**src/logic/pnvm_map.svh**
```systemverilog
`ifndef PNVM_MAP_SVH
`define PNVM_MAP_SVH

// ==========================================================================
// Register indices and byte addresses
`define PNVM_IDX_SELECT      8'h0E
`define PNVM_IDX_STATUS      8'h0F
`define PNVM_ADDR_SELECT     ({22'h000000, `PNVM_IDX_SELECT, 2'b00})
`define PNVM_ADDR_STATUS     ({22'h000000, `PNVM_IDX_STATUS, 2'b00})

// ==========================================================================
// Status/control field positions
`define PNVM_SC_CZF          0
`define PNVM_SC_FULL         2
`define PNVM_SC_PGM          3
`define PNVM_SC_ROW          4
`define PNVM_SC_PEN          5
`define PNVM_SC_PCLK         6
`define PNVM_SC_DATA         7

// ==========================================================================
// Reset values
`define PNVM_SEL_RST         8'h00
`define PNVM_CTRL_RST        5'h00

// ==========================================================================
// Timing
`define PNVM_CLK_PERIOD_NS   50
`define PNVM_PUMP_STARTUP_NS 100000
`define PNVM_PGM_PULSE_NS    1000000
`define PNVM_PUMP_STARTUP_CYC \
    ((`PNVM_PUMP_STARTUP_NS + `PNVM_CLK_PERIOD_NS - 1) / `PNVM_CLK_PERIOD_NS)
`define PNVM_PGM_PULSE_CYC \
    ((`PNVM_PGM_PULSE_NS + `PNVM_CLK_PERIOD_NS - 1) / `PNVM_CLK_PERIOD_NS)
`define PNVM_CNT_W           16

`endif

```
**src/logic/pnvm_pkg.sv**
```systemverilog
package pnvm_pkg;

    // ======================================================================
    // Bus transfer types
    typedef enum logic [1:0] {
        TR_IDLE   = 2'b00,
        TR_BUSY   = 2'b01,
        TR_NONSEQ = 2'b10,
        TR_SEQ    = 2'b11
    } pnvm_trans_t;

    // ======================================================================
    // Control bits held by software
    typedef struct packed {
        logic pump_clock_select;
        logic pump_enable;
        logic row_erase;
        logic bit_program;
        logic full_erase;
    } pnvm_ctrl_t;

    // ======================================================================
    // Array operations
    typedef enum logic [1:0] {
        CMD_NONE = 2'b00,
        CMD_PROG = 2'b01,
        CMD_ROW  = 2'b10,
        CMD_FULL = 2'b11
    } pnvm_cmd_t;

    // ======================================================================
    // Charge pump states
    typedef enum logic [1:0] {
        PUMP_OFF   = 2'b00,
        PUMP_START = 2'b01,
        PUMP_ON    = 2'b10
    } pnvm_pump_st_t;

endpackage

```
**src/logic/pnvm_pump.sv**
```systemverilog
`timescale 1ns/1ps
`include "pnvm_map.svh"

module pnvm_pump #(
    parameter logic [`PNVM_CNT_W-1:0] START_CYC = 16'd2000
) (
    input  wire logic               core_clk,
    input  wire logic               nrst,
    input  wire pnvm_pkg::pnvm_ctrl_t ctrl,
    output logic                    pump_running,
    output logic                    pump_ready
);
    import pnvm_pkg::*;

    pnvm_pump_st_t           state_ff;
    logic [`PNVM_CNT_W-1:0]  cnt_ff;
    logic                    op_any;
    logic                    start_req;

    assign op_any    = ctrl.row_erase | ctrl.bit_program | ctrl.full_erase;
    assign start_req = ctrl.pump_enable & op_any;

    // ======================================================================
    // Startup sequencing
    always_ff @(posedge core_clk) begin
        if (!nrst) begin
            state_ff <= PUMP_OFF;
            cnt_ff   <= '0;
        end else begin
            case (state_ff)
                PUMP_OFF: begin
                    cnt_ff <= '0;
                    if (start_req) begin
                        state_ff <= PUMP_START; // RQ10
                    end
                end
                PUMP_START: begin
                    if (!start_req) begin
                        state_ff <= PUMP_OFF;
                    end else if (cnt_ff == START_CYC - 16'd1) begin
                        state_ff <= PUMP_ON; // RQ22
                    end else begin
                        cnt_ff <= cnt_ff + 16'd1;
                    end
                end
                PUMP_ON: begin
                    // Dropping only the enable does not stop a running pump
                    if (!op_any) begin
                        state_ff <= PUMP_OFF; // RQ10
                    end
                end
                default: state_ff <= PUMP_OFF;
            endcase
        end
    end

    always_ff @(posedge core_clk) begin
        if (!nrst) begin
            pump_running <= 1'b0;
        end else begin
            // During startup the enable still counts; only a ready pump ignores it
            pump_running <= (state_ff == PUMP_ON) ? op_any : start_req;
        end
    end

    assign pump_ready = (state_ff == PUMP_ON);

endmodule // pnvm_pump

```
**src/logic/pnvm_array.sv**
```systemverilog
`timescale 1ns/1ps

module pnvm_array (
    input  wire logic                core_clk,
    input  wire logic [6:0]          sel,
    input  wire logic [6:0]          sense_sel,
    input  wire pnvm_pkg::pnvm_cmd_t cmd,
    input  wire logic                wr_en,
    output logic                     sense_bit
);
    import pnvm_pkg::*;

    logic [15:0]  row_hot;
    logic [7:0]   col_hot;
    logic [127:0] cells_w;

    // ======================================================================
    // Row and column decoders
    always_comb begin
        row_hot = '0;
        col_hot = '0;
        row_hot[sel[6:3]] = 1'b1; // RQ2
        col_hot[sel[2:0]] = 1'b1; // RQ3
    end

    // ======================================================================
    // Cells, 16 rows by 8 columns; reset never touches them
    for (genvar i = 0; i < 128; i++) begin : g_cell
        logic cell_q = 1'b0;
        always_ff @(posedge core_clk) begin
            if (wr_en) begin
                if (cmd == CMD_FULL) begin
                    cell_q <= 1'b0; // RQ17
                end else if (cmd == CMD_ROW && row_hot[i/8]) begin
                    cell_q <= 1'b0; // RQ12
                end else if (cmd == CMD_PROG && row_hot[i/8] && col_hot[i%8]) begin
                    cell_q <= 1'b1; // RQ15
                end
            end
        end
        assign cells_w[i] = cell_q; // RQ1
    end

    // Single shared sense amplifier behind the column selector
    always_ff @(posedge core_clk) begin
        sense_bit <= cells_w[sense_sel]; // RQ1
    end

endmodule // pnvm_array

```
**src/logic/pnvm_top.sv**
```systemverilog
// The AHB-Lite register port was decided locally.
`timescale 1ns/1ps
`include "pnvm_map.svh"

// Function
// RQ1: 128 bits stored as 16 rows of 8, one shared sense amplifier.
// RQ2: Select register at index 0E feeds row and column decoders.
// RQ3: Select bits 6..3 pick the row, bits 2..0 the column.
// RQ4: Select bit 7 is plain storage; reset clears the select register.
// RQ5: Status/control at index 0F; bit 1 always reads zero.
// RQ6: Reset clears controls, sets column-zero flag, data shows array bit 0.
// RQ7: Column-zero flag is one exactly when column 0 is selected.
// RQ8: Pump clock select one picks bus clock, zero ring oscillator; reset clears.
// RQ9: Software keeps ring oscillator when bus clock is below 1 MHz.
// RQ10: Pump runs on enable plus an operation, until operations all clear; the code also stops a starting pump when enable drops.
// RQ11: Data bit is undefined while pump enable is set.
// RQ12: Row erase with pump running zeroes the selected row.
// RQ13: Row erase together with full erase performs full erase.
// RQ14: Software sets at most one of program, row erase, full erase.
// RQ15: Program with pump running writes one to the selected bit.
// RQ16: Reset clears program and row erase.
// RQ17: Full erase zeroes the whole array; reset clears it.
// RQ18: Data bit follows sense amplifier; valid only with all controls zero.
// RQ19: Software programs: select, set program and enable, wait, clear both.
// RQ20: Software clears program before changing the select address.
// RQ21: Status/control field positions are named constants.
// RQ22: Startup and program pulse are cycle counts; no write before startup.
module pnvm_top #(
    parameter logic [`PNVM_CNT_W-1:0] PUMP_START_CYC = `PNVM_CNT_W'(`PNVM_PUMP_STARTUP_CYC),
    parameter logic [`PNVM_CNT_W-1:0] PGM_PULSE_CYC  = `PNVM_CNT_W'(`PNVM_PGM_PULSE_CYC)
) (
    input  wire logic                  core_clk,
    input  wire logic                  nrst,
    input  wire logic                  hsel,
    input  wire logic [31:0]           haddr,
    input  wire pnvm_pkg::pnvm_trans_t htrans,
    input  wire logic                  hwrite,
    input  wire logic [2:0]            hsize,
    input  wire logic [31:0]           hwdata,
    input  wire logic                  hready,
    output logic [31:0]                hrdata,
    output logic                       hreadyout,
    output logic                       hresp,
    output logic                       pump_running,
    output logic                       pump_clk_from_bus
);
    import pnvm_pkg::*;

    logic [7:0]              sel_ff;
    pnvm_ctrl_t              ctrl_ff;
    logic                    wr_pend_ff;
    logic [31:0]             wr_addr_ff;
    logic                    rd_wait_ff;
    logic [31:0]             rd_addr_ff;
    logic [31:0]             hrdata_ff;
    logic                    hreadyout_ff;
    logic                    hresp_ff;
    logic                    pump_clk_ff;
    logic [`PNVM_CNT_W-1:0]  pulse_cnt_ff;
    logic                    addr_ok;
    logic                    wr_sel_hit;
    logic                    wr_sc_hit;
    logic [7:0]              nxt_sel;
    logic                    op_any;
    pnvm_cmd_t               cmd;
    logic                    pump_ready;
    logic                    pump_run_w;
    logic                    sense_bit;
    logic                    nvm_we;
    logic                    col_zero;
    logic [7:0]              status_byte;
    logic [31:0]             read_word;

    // ======================================================================
    // AHB-Lite slave phases
    // Transfer size is not checked; every access is taken as a word
    assign addr_ok    = hsel && hready && (htrans == TR_NONSEQ || htrans == TR_SEQ);
    assign wr_sel_hit = wr_pend_ff && (wr_addr_ff == `PNVM_ADDR_SELECT);
    assign wr_sc_hit  = wr_pend_ff && (wr_addr_ff == `PNVM_ADDR_STATUS);

    always_ff @(posedge core_clk) begin
        if (!nrst) begin
            wr_pend_ff <= 1'b0;
            wr_addr_ff <= 32'h00000000;
            rd_wait_ff <= 1'b0;
            rd_addr_ff <= 32'h00000000;
        end else begin
            wr_pend_ff <= addr_ok && hwrite;
            rd_wait_ff <= addr_ok && !hwrite;
            if (addr_ok && hwrite) begin
                wr_addr_ff <= haddr;
            end
            if (addr_ok && !hwrite) begin
                rd_addr_ff <= haddr;
            end
        end
    end

    // One wait state on reads lets the sense amplifier settle on a new select
    always_ff @(posedge core_clk) begin
        if (!nrst) begin
            hreadyout_ff <= 1'b1;
        end else begin
            hreadyout_ff <= !(addr_ok && !hwrite);
        end
    end

    always_ff @(posedge core_clk) begin
        if (!nrst) begin
            hresp_ff <= 1'b0;
        end else begin
            hresp_ff <= 1'b0;
        end
    end

    always_ff @(posedge core_clk) begin
        if (!nrst) begin
            hrdata_ff <= 32'h00000000;
        end else if (rd_wait_ff) begin
            hrdata_ff <= read_word;
        end
    end

    // ======================================================================
    // Bit select register
    always_ff @(posedge core_clk) begin
        if (!nrst) begin
            sel_ff <= `PNVM_SEL_RST; // RQ4
        end else if (wr_sel_hit) begin
            sel_ff <= hwdata[7:0]; // RQ2
        end
    end

    assign nxt_sel = wr_sel_hit ? hwdata[7:0] : sel_ff;

    // ======================================================================
    // Status/control register
    always_ff @(posedge core_clk) begin
        if (!nrst) begin
            ctrl_ff <= `PNVM_CTRL_RST; // RQ16
        end else if (wr_sc_hit) begin
            ctrl_ff.pump_clock_select <= hwdata[`PNVM_SC_PCLK]; // RQ21
            ctrl_ff.pump_enable       <= hwdata[`PNVM_SC_PEN];
            ctrl_ff.row_erase         <= hwdata[`PNVM_SC_ROW];
            ctrl_ff.bit_program       <= hwdata[`PNVM_SC_PGM];
            ctrl_ff.full_erase        <= hwdata[`PNVM_SC_FULL];
        end
    end

    always_ff @(posedge core_clk) begin
        if (!nrst) begin
            pump_clk_ff <= 1'b0;
        end else begin
            pump_clk_ff <= ctrl_ff.pump_clock_select; // RQ8
        end
    end

    assign col_zero = (sel_ff[2:0] == 3'h0); // RQ7

    // Sense is passed through even while pumping; software must ignore it
    always_comb begin
        status_byte = 8'h00;
        status_byte[`PNVM_SC_DATA] = sense_bit; // RQ18 RQ11
        status_byte[`PNVM_SC_PCLK] = ctrl_ff.pump_clock_select;
        status_byte[`PNVM_SC_PEN]  = ctrl_ff.pump_enable;
        status_byte[`PNVM_SC_ROW]  = ctrl_ff.row_erase;
        status_byte[`PNVM_SC_PGM]  = ctrl_ff.bit_program;
        status_byte[`PNVM_SC_FULL] = ctrl_ff.full_erase;
        status_byte[1]             = 1'b0; // RQ5
        status_byte[`PNVM_SC_CZF]  = col_zero; // RQ6
    end

    always_comb begin
        if (rd_addr_ff == `PNVM_ADDR_SELECT) begin
            read_word = {24'h000000, sel_ff};
        end else if (rd_addr_ff == `PNVM_ADDR_STATUS) begin
            read_word = {24'h000000, status_byte};
        end else begin
            read_word = 32'h00000000;
        end
    end

    // ======================================================================
    // Operation decode and program/erase timing
    assign op_any = ctrl_ff.row_erase | ctrl_ff.bit_program | ctrl_ff.full_erase;

    // Fixed priority gives a defined outcome when software sets several
    always_comb begin
        if (ctrl_ff.full_erase) begin
            cmd = CMD_FULL; // RQ13 RQ14
        end else if (ctrl_ff.row_erase) begin
            cmd = CMD_ROW;
        end else if (ctrl_ff.bit_program) begin
            cmd = CMD_PROG;
        end else begin
            cmd = CMD_NONE;
        end
    end

    always_ff @(posedge core_clk) begin
        if (!nrst) begin
            pulse_cnt_ff <= '0;
        end else if (!(pump_ready && op_any)) begin
            pulse_cnt_ff <= '0;
        end else if (pulse_cnt_ff != PGM_PULSE_CYC) begin
            pulse_cnt_ff <= pulse_cnt_ff + 16'd1;
        end
    end

    // Writes keep going while held, so a select change mid-pulse hits new bits
    assign nvm_we = pump_ready && op_any && (pulse_cnt_ff == PGM_PULSE_CYC); // RQ22

    pnvm_pump #(
        .START_CYC    (PUMP_START_CYC)
    ) u_pump (
        .core_clk     (core_clk),
        .nrst         (nrst),
        .ctrl         (ctrl_ff),
        .pump_running (pump_run_w),
        .pump_ready   (pump_ready)
    );

    pnvm_array u_array (
        .core_clk     (core_clk),
        .sel          (sel_ff[6:0]),
        .sense_sel    (nxt_sel[6:0]),
        .cmd          (cmd),
        .wr_en        (nvm_we),
        .sense_bit    (sense_bit)
    );

    assign hrdata            = hrdata_ff;
    assign hreadyout         = hreadyout_ff;
    assign hresp             = hresp_ff;
    assign pump_running      = pump_run_w;
    assign pump_clk_from_bus = pump_clk_ff;
endmodule // pnvm_top

```
**config.mk**
```make
export PLATFORM = sky130hd
export DESIGN_NAME = pnvm_top
export DESIGN_NICKNAME = d
export VERILOG_FILES = /design/src/logic/pnvm_pkg.sv /design/src/logic/pnvm_pump.sv /design/src/logic/pnvm_array.sv /design/src/logic/pnvm_top.sv
export VERILOG_INCLUDE_DIRS = /design/src /design/src/logic
export SDC_FILE = /design/constraint.sdc
export NUM_CORES = 1
export LEC_CHECK = 0
export ABC_AREA = 1
export BUFFER_PORTS_ARGS = -buffer_cell sky130_fd_sc_hd__buf_2
export CAP_MARGIN = 40
export CORE_MARGIN = 2
export CORE_UTILIZATION = 35
export DETAILED_ROUTE_END_ITERATION = 16
export HOLD_SLACK_MARGIN = 0.06
export PLACE_DENSITY = 0.58
export SLEW_MARGIN = 5
export SYNTH_ARGS = -nofsm -noshare
export SYNTH_HDL_FRONTEND = slang
export SYNTH_HIERARCHICAL = 1
export SYNTH_SLANG_ARGS = --single-unit
```
**constraint.sdc**
```tcl
create_clock -name core_clk -period 2.7 [get_ports core_clk]
set_input_delay 0.135 -clock core_clk [delete_from_list [all_inputs] [get_ports core_clk]]
set_output_delay 0.135 -clock core_clk [all_outputs]
set_load 0.05 [all_outputs]
```
==> results.json, run 1 <==
{
  "die-area_um2": 38900,
  "hp-class": "in2reg",
  "required_ns": 3.13,
  "finalHoldViolCount": 0,
  "grt_pass1_wl_um": 54700,
  "finalMaxSlewViolations": 0,
  "first_iter_violations": 862,
  "nFillCells": 3698,
  "routed_wl_um": 33900,
  "grt_max_degree": 129,
  "syn_avg_cell_area_um2": 7.75,
  "holdPathStages": 4,
  "fin_area_um2": 15400,
  "cts_sinks": 253,
  "max_slew_margin_pct": 52.2,
  "drive_gt1_share_pct": 15.1,
  "leakagePower_nw": 5.64,
  "synth_seq_cells": 253,
  "pre_cts_slack_ns": 0.229,
  "insertion_delay_ns": 0.55,
  "drv_cap": 0,
  "diodes": 0,
  "antenna_found_initial": 0,
  "synth_warnings": 6,
  "synthesis.area_um2": 13100,
  "synth_cells": 1688,
  "fin_crit_sh_pct": 89.6,
  "vias_per_cell": 4.93,
  "period_needed_ns": 2.42,
  "critPathKind": "reg2reg",
  "crit_arrival_ns": 2.85,
  "syn2layout_area_growth_pct": 18.1,
  "avgRoutedWirePerCell_um": 14.8,
  "hold_ws_ns": 0.107,
  "fin_worst_skew_ns": 0.0195,
  "cts_tree": "yes",
  "placed_cell_area_um2": 13900,
  "start_util_pct": 35.6,
  "max_freq_mhz": 413,
  "grt_pass1_vias": 10600,
  "layout_setup_ws_ns": 0.282,
  "drc": 0,
  "chipWidth_um": 197,
  "dp_hpwl_um": 21000,
  "io_pins": 110,
  "tns_ns": 0,
  "path_max_fanout": 13,
  "core_area_um2": 36700,
  "start_kind": "flop",
  "num_rows": 70,
  "ys_seq_area_share_pct": 48.5,
  "dr.pass1.iters": 5,
  "clock-root-buffer": "clkbuf_16",
  "clkSlewWorstSetupHoldPaths_ns": 0.06,
  "gp_congestion": 0.873,
  "h-tree-depth": 1,
  "worst_r2r_path_depth": 20,
  "cts_max_path_buffers": 3,
  "status": "finished, final reports clean",
  "ant_nets": 0,
  "grt_overflow": 0,
  "port_buffers": 56,
  "finalNetCount": 1880,
  "rsz0062_at_grt": "false",
  "via_count": 11300,
  "critPathCaptureType": "flop",
  "p_per_area_nw_per_um2": 518,
  "peakVddDrop_uv": 429,
  "die_h_um": 197,
  "grtUsageTotal_pct": 17.3,
  "setup_violations": 0,
  "synth.distinct_cells": 42,
  "worstMarginPinSlew_ns": 0.717,
  "cts_made_buffers": 28
}
==> cell type report <==
class | instances | area, um2 | area share [%]
inverter | 150 | 591 | 3.82
sequential | 253 | 6350 | 41.1
tap | 468 | 586 | 3.79
clock inverter | 8 | 57.6 | 0.373
timing repair buffer | 164 | 1380 | 8.95
multi-input combinational | 1206 | 5660 | 36.7
clock buffer | 43 | 817 | 5.29
==> path summary, 6_finish.rpt <==
check                                    start                end  slack [ns]
worst max-delay path             wr_addr_ff[5]  u_array/sense_bit        0.28
worst min-delay path                    hready         wr_pend_ff        0.11
worst max register to register   wr_addr_ff[5]  u_array/sense_bit        0.28
worst min register to register  rd_addr_ff[11]     rd_addr_ff[11]        0.46
==> metal layers <==
metal,up-vias,share of wire [%],global-route usage (%)
met5,-,0,0
met4,0,1.4,3.87
met3,36,6.1,2.51
met2,327,48,29.1
met1,5230,45,23.6
li1,5700,-,-
==> synth_stat cells (all sizes together) <==
cell type    count  area share, %
dlygate4sd1      5           0.33
clkbuf          25           0.72
conb             1          0.029
edfxtp         128             29
dfxtp          125             19
o22ai            5           0.24
ha               3           0.29
and2             2          0.096
inv            147            4.3
nand2          506             15
nor4             5           0.29
nor3b            1          0.057
o21ai           72            2.8
nor2           199            6.6
or2              2          0.096
nand3          185            7.4
clkinv           3          0.086
nand3b           6           0.37
a21oi          162            7.1
o21a             1          0.057
a211oi           1          0.057
nand4            9           0.43
nor3            22            1.6
buf             73            3.8
==> stage by stage <==
| stage | instances | utilization (%) | power (mW) |
|---|---|---|---|
| final | 2292 | 42.1 | 8.00 |
| after floorplan | 1712 | - | 4.37 |
| after global placement | 2183 | 37.8 | 4.40 |
| after CTS | 2286 | 41.6 | 8.10 |
| after global routing | 2292 | 42.1 | 8.29 |
| after detailed placement | 2187 | 37.9 | 4.41 |
==> kinds of logic after synthesis <==
logic type | share of synthesized area (%)
other | 0.0287
adder cells (fa/ha/maj) | 0.287
AND/OR/NAND/NOR | 31.8
AO/OA/AOI/OAI | 10.2
flip-flops | 48.5
buffers and inverters | 9.18
==> power by group <==
part	leakage [nW]	internal, mW	switching, mW
Combinational	3.07	0.116	0.225
Clock	0.435	2.08	1.54
Sequential	2.14	4.02	0.0122
Total	5.64	6.22	1.78
==> worst max-delay path: stages, from the launching register on <==
cell and delay, ns:
dfxtp_2 0.32, nand2_1 0.06, nor3_2 0.21, nand4_1 0.17, nor2_4 0.20, nand2_4 0.07, nand2_1 0.08, nand2_2 0.07
clkinv_4 0.12, clkinv_8 0.11, clkbuf_16 0.19, nand2_1 0.06, nand3_1 0.07, nand3_1 0.11, nand3_2 0.11, nand2_1 0.08
nand2_1 0.04, nand3_1 0.06, nand2_1 0.05, nand2_1 0.05, nand2_1 0.04
==> cells in the final DEF, fill, tap and decap left out, types with 10 or more instances in the layout <==
cell / n
clkbuf_16: 31
buf_2: 56
o21ai_0: 66
nor2_2: 25
nor2_1: 166
a21oi_1: 131
nand3_1: 174
nand2_1: 493
nand2_2: 11
buf_4: 47
dfxtp_1: 123
edfxtp_1: 128
a21oi_2: 31
dlygate4sd3_1: 48
conb_1: 25
inv_1: 134
nor3_1: 10
==> state kept, by name, summed over array words and instances, names as in the netlist, 2 cells and up <==
register,cells
u_pump/cnt_ff,16
u_pump/state_ff,2
pulse_cnt_ff,16
ctrl_ff,5
hrdata,8
sel_ff,8
rd_addr_ff,32
u_array/g_cell.cell_q,128
wr_addr_ff,32
==> repair_timing <==
item | in CTS | in global routing
endpoints found under the setup margin | 0 | 1
hold buffers | 48 | 0
hold endpoints to repair | 87 | 0
buffers inserted | 0 | 3
resized for setup | 0 | 21
Note: power is estimated with default switching activity, not from simulation.
==> run 2, diff against run 1 <==
- CORE_ASPECT_RATIO: not set -> 0.7
- PLACE_DENSITY: 0.58 -> 0.59
- SYNTH_HIERARCHICAL: 1 -> not set
==> results.json, run 2 <==
{
  "num_rows": 57,
  "ys.flop_type": "edfxtp_1",
  "gp_congestion": 0.805,
  "leakagePower_nw": 5.59,
  "ys_seq_area_share_pct": 51.1,
  "start_kind": "flop",
  "dr.pass1.iters": 7,
  "first_iter_violations": 1010,
  "cts_max_path_buffers": 3,
  "syn2layout_area_growth_pct": 18.9,
  "largest_register": "u_array.g_cell.cell_q",
  "critPathKind": "reg2reg",
  "synth_edf_count": 128,
  "max_slew_margin_pct": 49.8,
  "setup_violations": 0,
  "reg_top3": "u_array.g_cell.cell_q (128), rd_addr_ff (32), wr_addr_ff (32)",
  "ant_nets": 0,
  "finalHoldViolCount": 0,
  "insertion_delay_ns": 0.54,
  "drive_gt1_share_pct": 11.8,
  "final_cell_mix": "nor2_1 (229), nand2_1 (211), a21oi_1 (179)",
  "final_util_pct": 42.4,
  "hold_ws_ns": 0.105,
  "p_per_area_nw_per_um2": 547,
  "grt_overflow": 0,
  "synth_warnings": 0,
  "grt_pass1_vias": 10300,
  "synth_area_leaders": "edfxtp_1 (31%), dfxtp_1 (20%), a21oi_1 (7.2%), nand3_1 (7.1%), nor2_1 (6.9%)",
  "hold_buffers": 38,
  "syn_avg_cell_area_um2": 7.95,
  "cts_sinks": 253,
  "start_util_pct": 35.7,
  "fin_crit_sh_pct": 88.8,
  "die_h_um": 162,
  "synthesis.area_um2": 12400,
  "avgRoutedWirePerCell_um": 16.0,
  "synth_common_cells": "nor2_1 (230), nand2_1 (214), a21oi_1 (179), nand3_1 (177), inv_1 (172)",
  "crit_top_cell": "nand2_1",
  "holdPathStages": 4,
  "routed_wl_um": 34700,
  "core_area_um2": 34800,
  "status": "finished, final reports clean",
  "cts_made_buffers": 25,
  "rsz0062_at_grt": "false",
  "synth_seq_cells": 253,
  "clkSlewWorstSetupHoldPaths_ns": 0.07,
  "post_cts_resized": 0,
  "period_needed_ns": 2.40,
  "mostFrequentLayoutCell": "nor2_1",
  "tns_ns": 0,
  "cp_slowest_stage_delay_ns": 0.32,
  "drv_cap": 0,
  "grt_pass1_wl_um": 55500,
  "post_cts_buffers": 0,
  "synth_cells": 1562,
  "largest_register_ff_count": 128,
  "clock-root-buffer": "clkbuf_16",
  "vias_per_cell": 5.08,
  "netlist.area_leader.share_pct": 30.9,
  "via_count": 11000,
  "max_freq_mhz": 417,
  "synth.most_common_cell": "nor2_1",
  "synth_area_leader_cell": "edfxtp_1",
  "peakVddDrop_uv": 404,
  "synth.distinct_cells": 33,
  "required_ns": 3.14,
  "worstMarginPinSlew_ns": 0.749,
  "drc": 0,
  "fin_area_um2": 14800,
  "grtUsageTotal_pct": 18.6,
  "path_cells": "nor2_1 -> and2_0 -> nand2_1 -> nor2_2 -> nand2_1 -> buf_4 -> nand2_1 -> o21ai_4 -> inv_4 -> nand3_1 -> nand3_1 -> nand3_1 -> nand3_1 -> nand2_1 -> nand2_1 -> nand2_1",
  "slowest_stage": "dfxtp_1",
  "critPathCaptureType": "flop",
  "h-tree-depth": 1,
  "finalNetCount": 1752,
  "io_pins": 110,
  "die-area_um2": 37000,
  "fin_worst_skew_ns": 0.0107,
  "fin_cells": 2166,
  "cts_tree": "yes",
  "worst_r2r_path_depth": 16,
  "port_buffers": 56,
  "placed_cells": 2082,
  "finalMaxSlewViolations": 0,
  "chipWidth_um": 229,
  "antenna_found_initial": 1,
  "async_reset_ff_share_pct": 0,
  "crit_arrival_ns": 2.83,
  "path_max_fanout": 17,
  "hp-class": "in2reg",
  "placed_cell_area_um2": 13500,
  "dp_hpwl_um": 21900,
  "grt_max_degree": 129
}
run 2: changes by cell type after synthesis, sizes merged, moves of 8 or more:
cell / change
nand2: -292
nand3b: +39
inv: +36
nor2: +35
clkbuf: +24
buf: -18
a21oi: +17
nor3: +15
o31ai: +14
o211ai: +12
nand3: -8
run 2: report_power, final:
group	internal, mW	total (mW)	switching, mW
combinational	0.113	0.338	0.225
clock	2.18	3.70	1.52
sequential	4.02	4.04	0.0152
total	6.32	8.08	1.76
run 2: critical path, delay by kind of cell, from the launching register on:
family / cells / cell delay (ns)
AND/OR/NAND/NOR: 13 / 1.45
buffers and inverters: 2 / 0.44
flip-flops: 1 / 0.32
AO/OA/AOI/OAI: 1 / 0.08
run 2: kinds of logic (layout without fill, tap and decap cells):
kind of cell / Yosys count / count (layout) / share of synthesized area, %
buffers and inverters: 290 / 397 / 10.1
AOI/OAI and AO/OA: 287 / 287 / 12.5
DFF: 253 / 253 / 51.1
other: 1 / 26 / 0.0302
and+or+nand+nor: 727 / 727 / 26.0
adders and majority gates: 3 / 3 / 0.302
xor gates and xnor gates: 1 / 1 / 0.0705
run 2: cell type report:
type                            count  area (um2)
Tap cell                          472         591
Timing Repair Buffer              166        1290
Antenna cell                        1        2.50
Clock inverter                     13         136
Sequential cell                   253        6350
Clock buffer                       32         726
Multi-Input combinational cell   1043        4980
Inverter                          186         701
Fill cell                        3505       20000
run 2: per-layer routing:
metal	up-vias	wire length (um)	track usage [%]
li1	5399	-	-
met1	5202	16700	27.9
met2	348	14800	27.8
met3	49	2540	3.13
met4	0	637	4.07
met5	-	0	0
run 2: path summary, 6_finish.rpt:
path | end | slack (ns) | startpoint
max | u_array.sense_bit | 0.30 | wr_addr_ff[13]
max reg2reg | u_array.sense_bit | 0.30 | wr_addr_ff[13]
min reg2reg | wr_addr_ff[8] | 0.45 | wr_addr_ff[8]
min | sel_ff[5] | 0.11 | nrst
run 2: metrics by stage:
stage	setup WS [ns]	power [mW]
after floorplan	0.807	4.34
after global placement	0.359	4.41
after detailed placement	0.355	4.41
after CTS	0.339	8.14
after global routing	0.0814	8.33
final	0.303	8.08
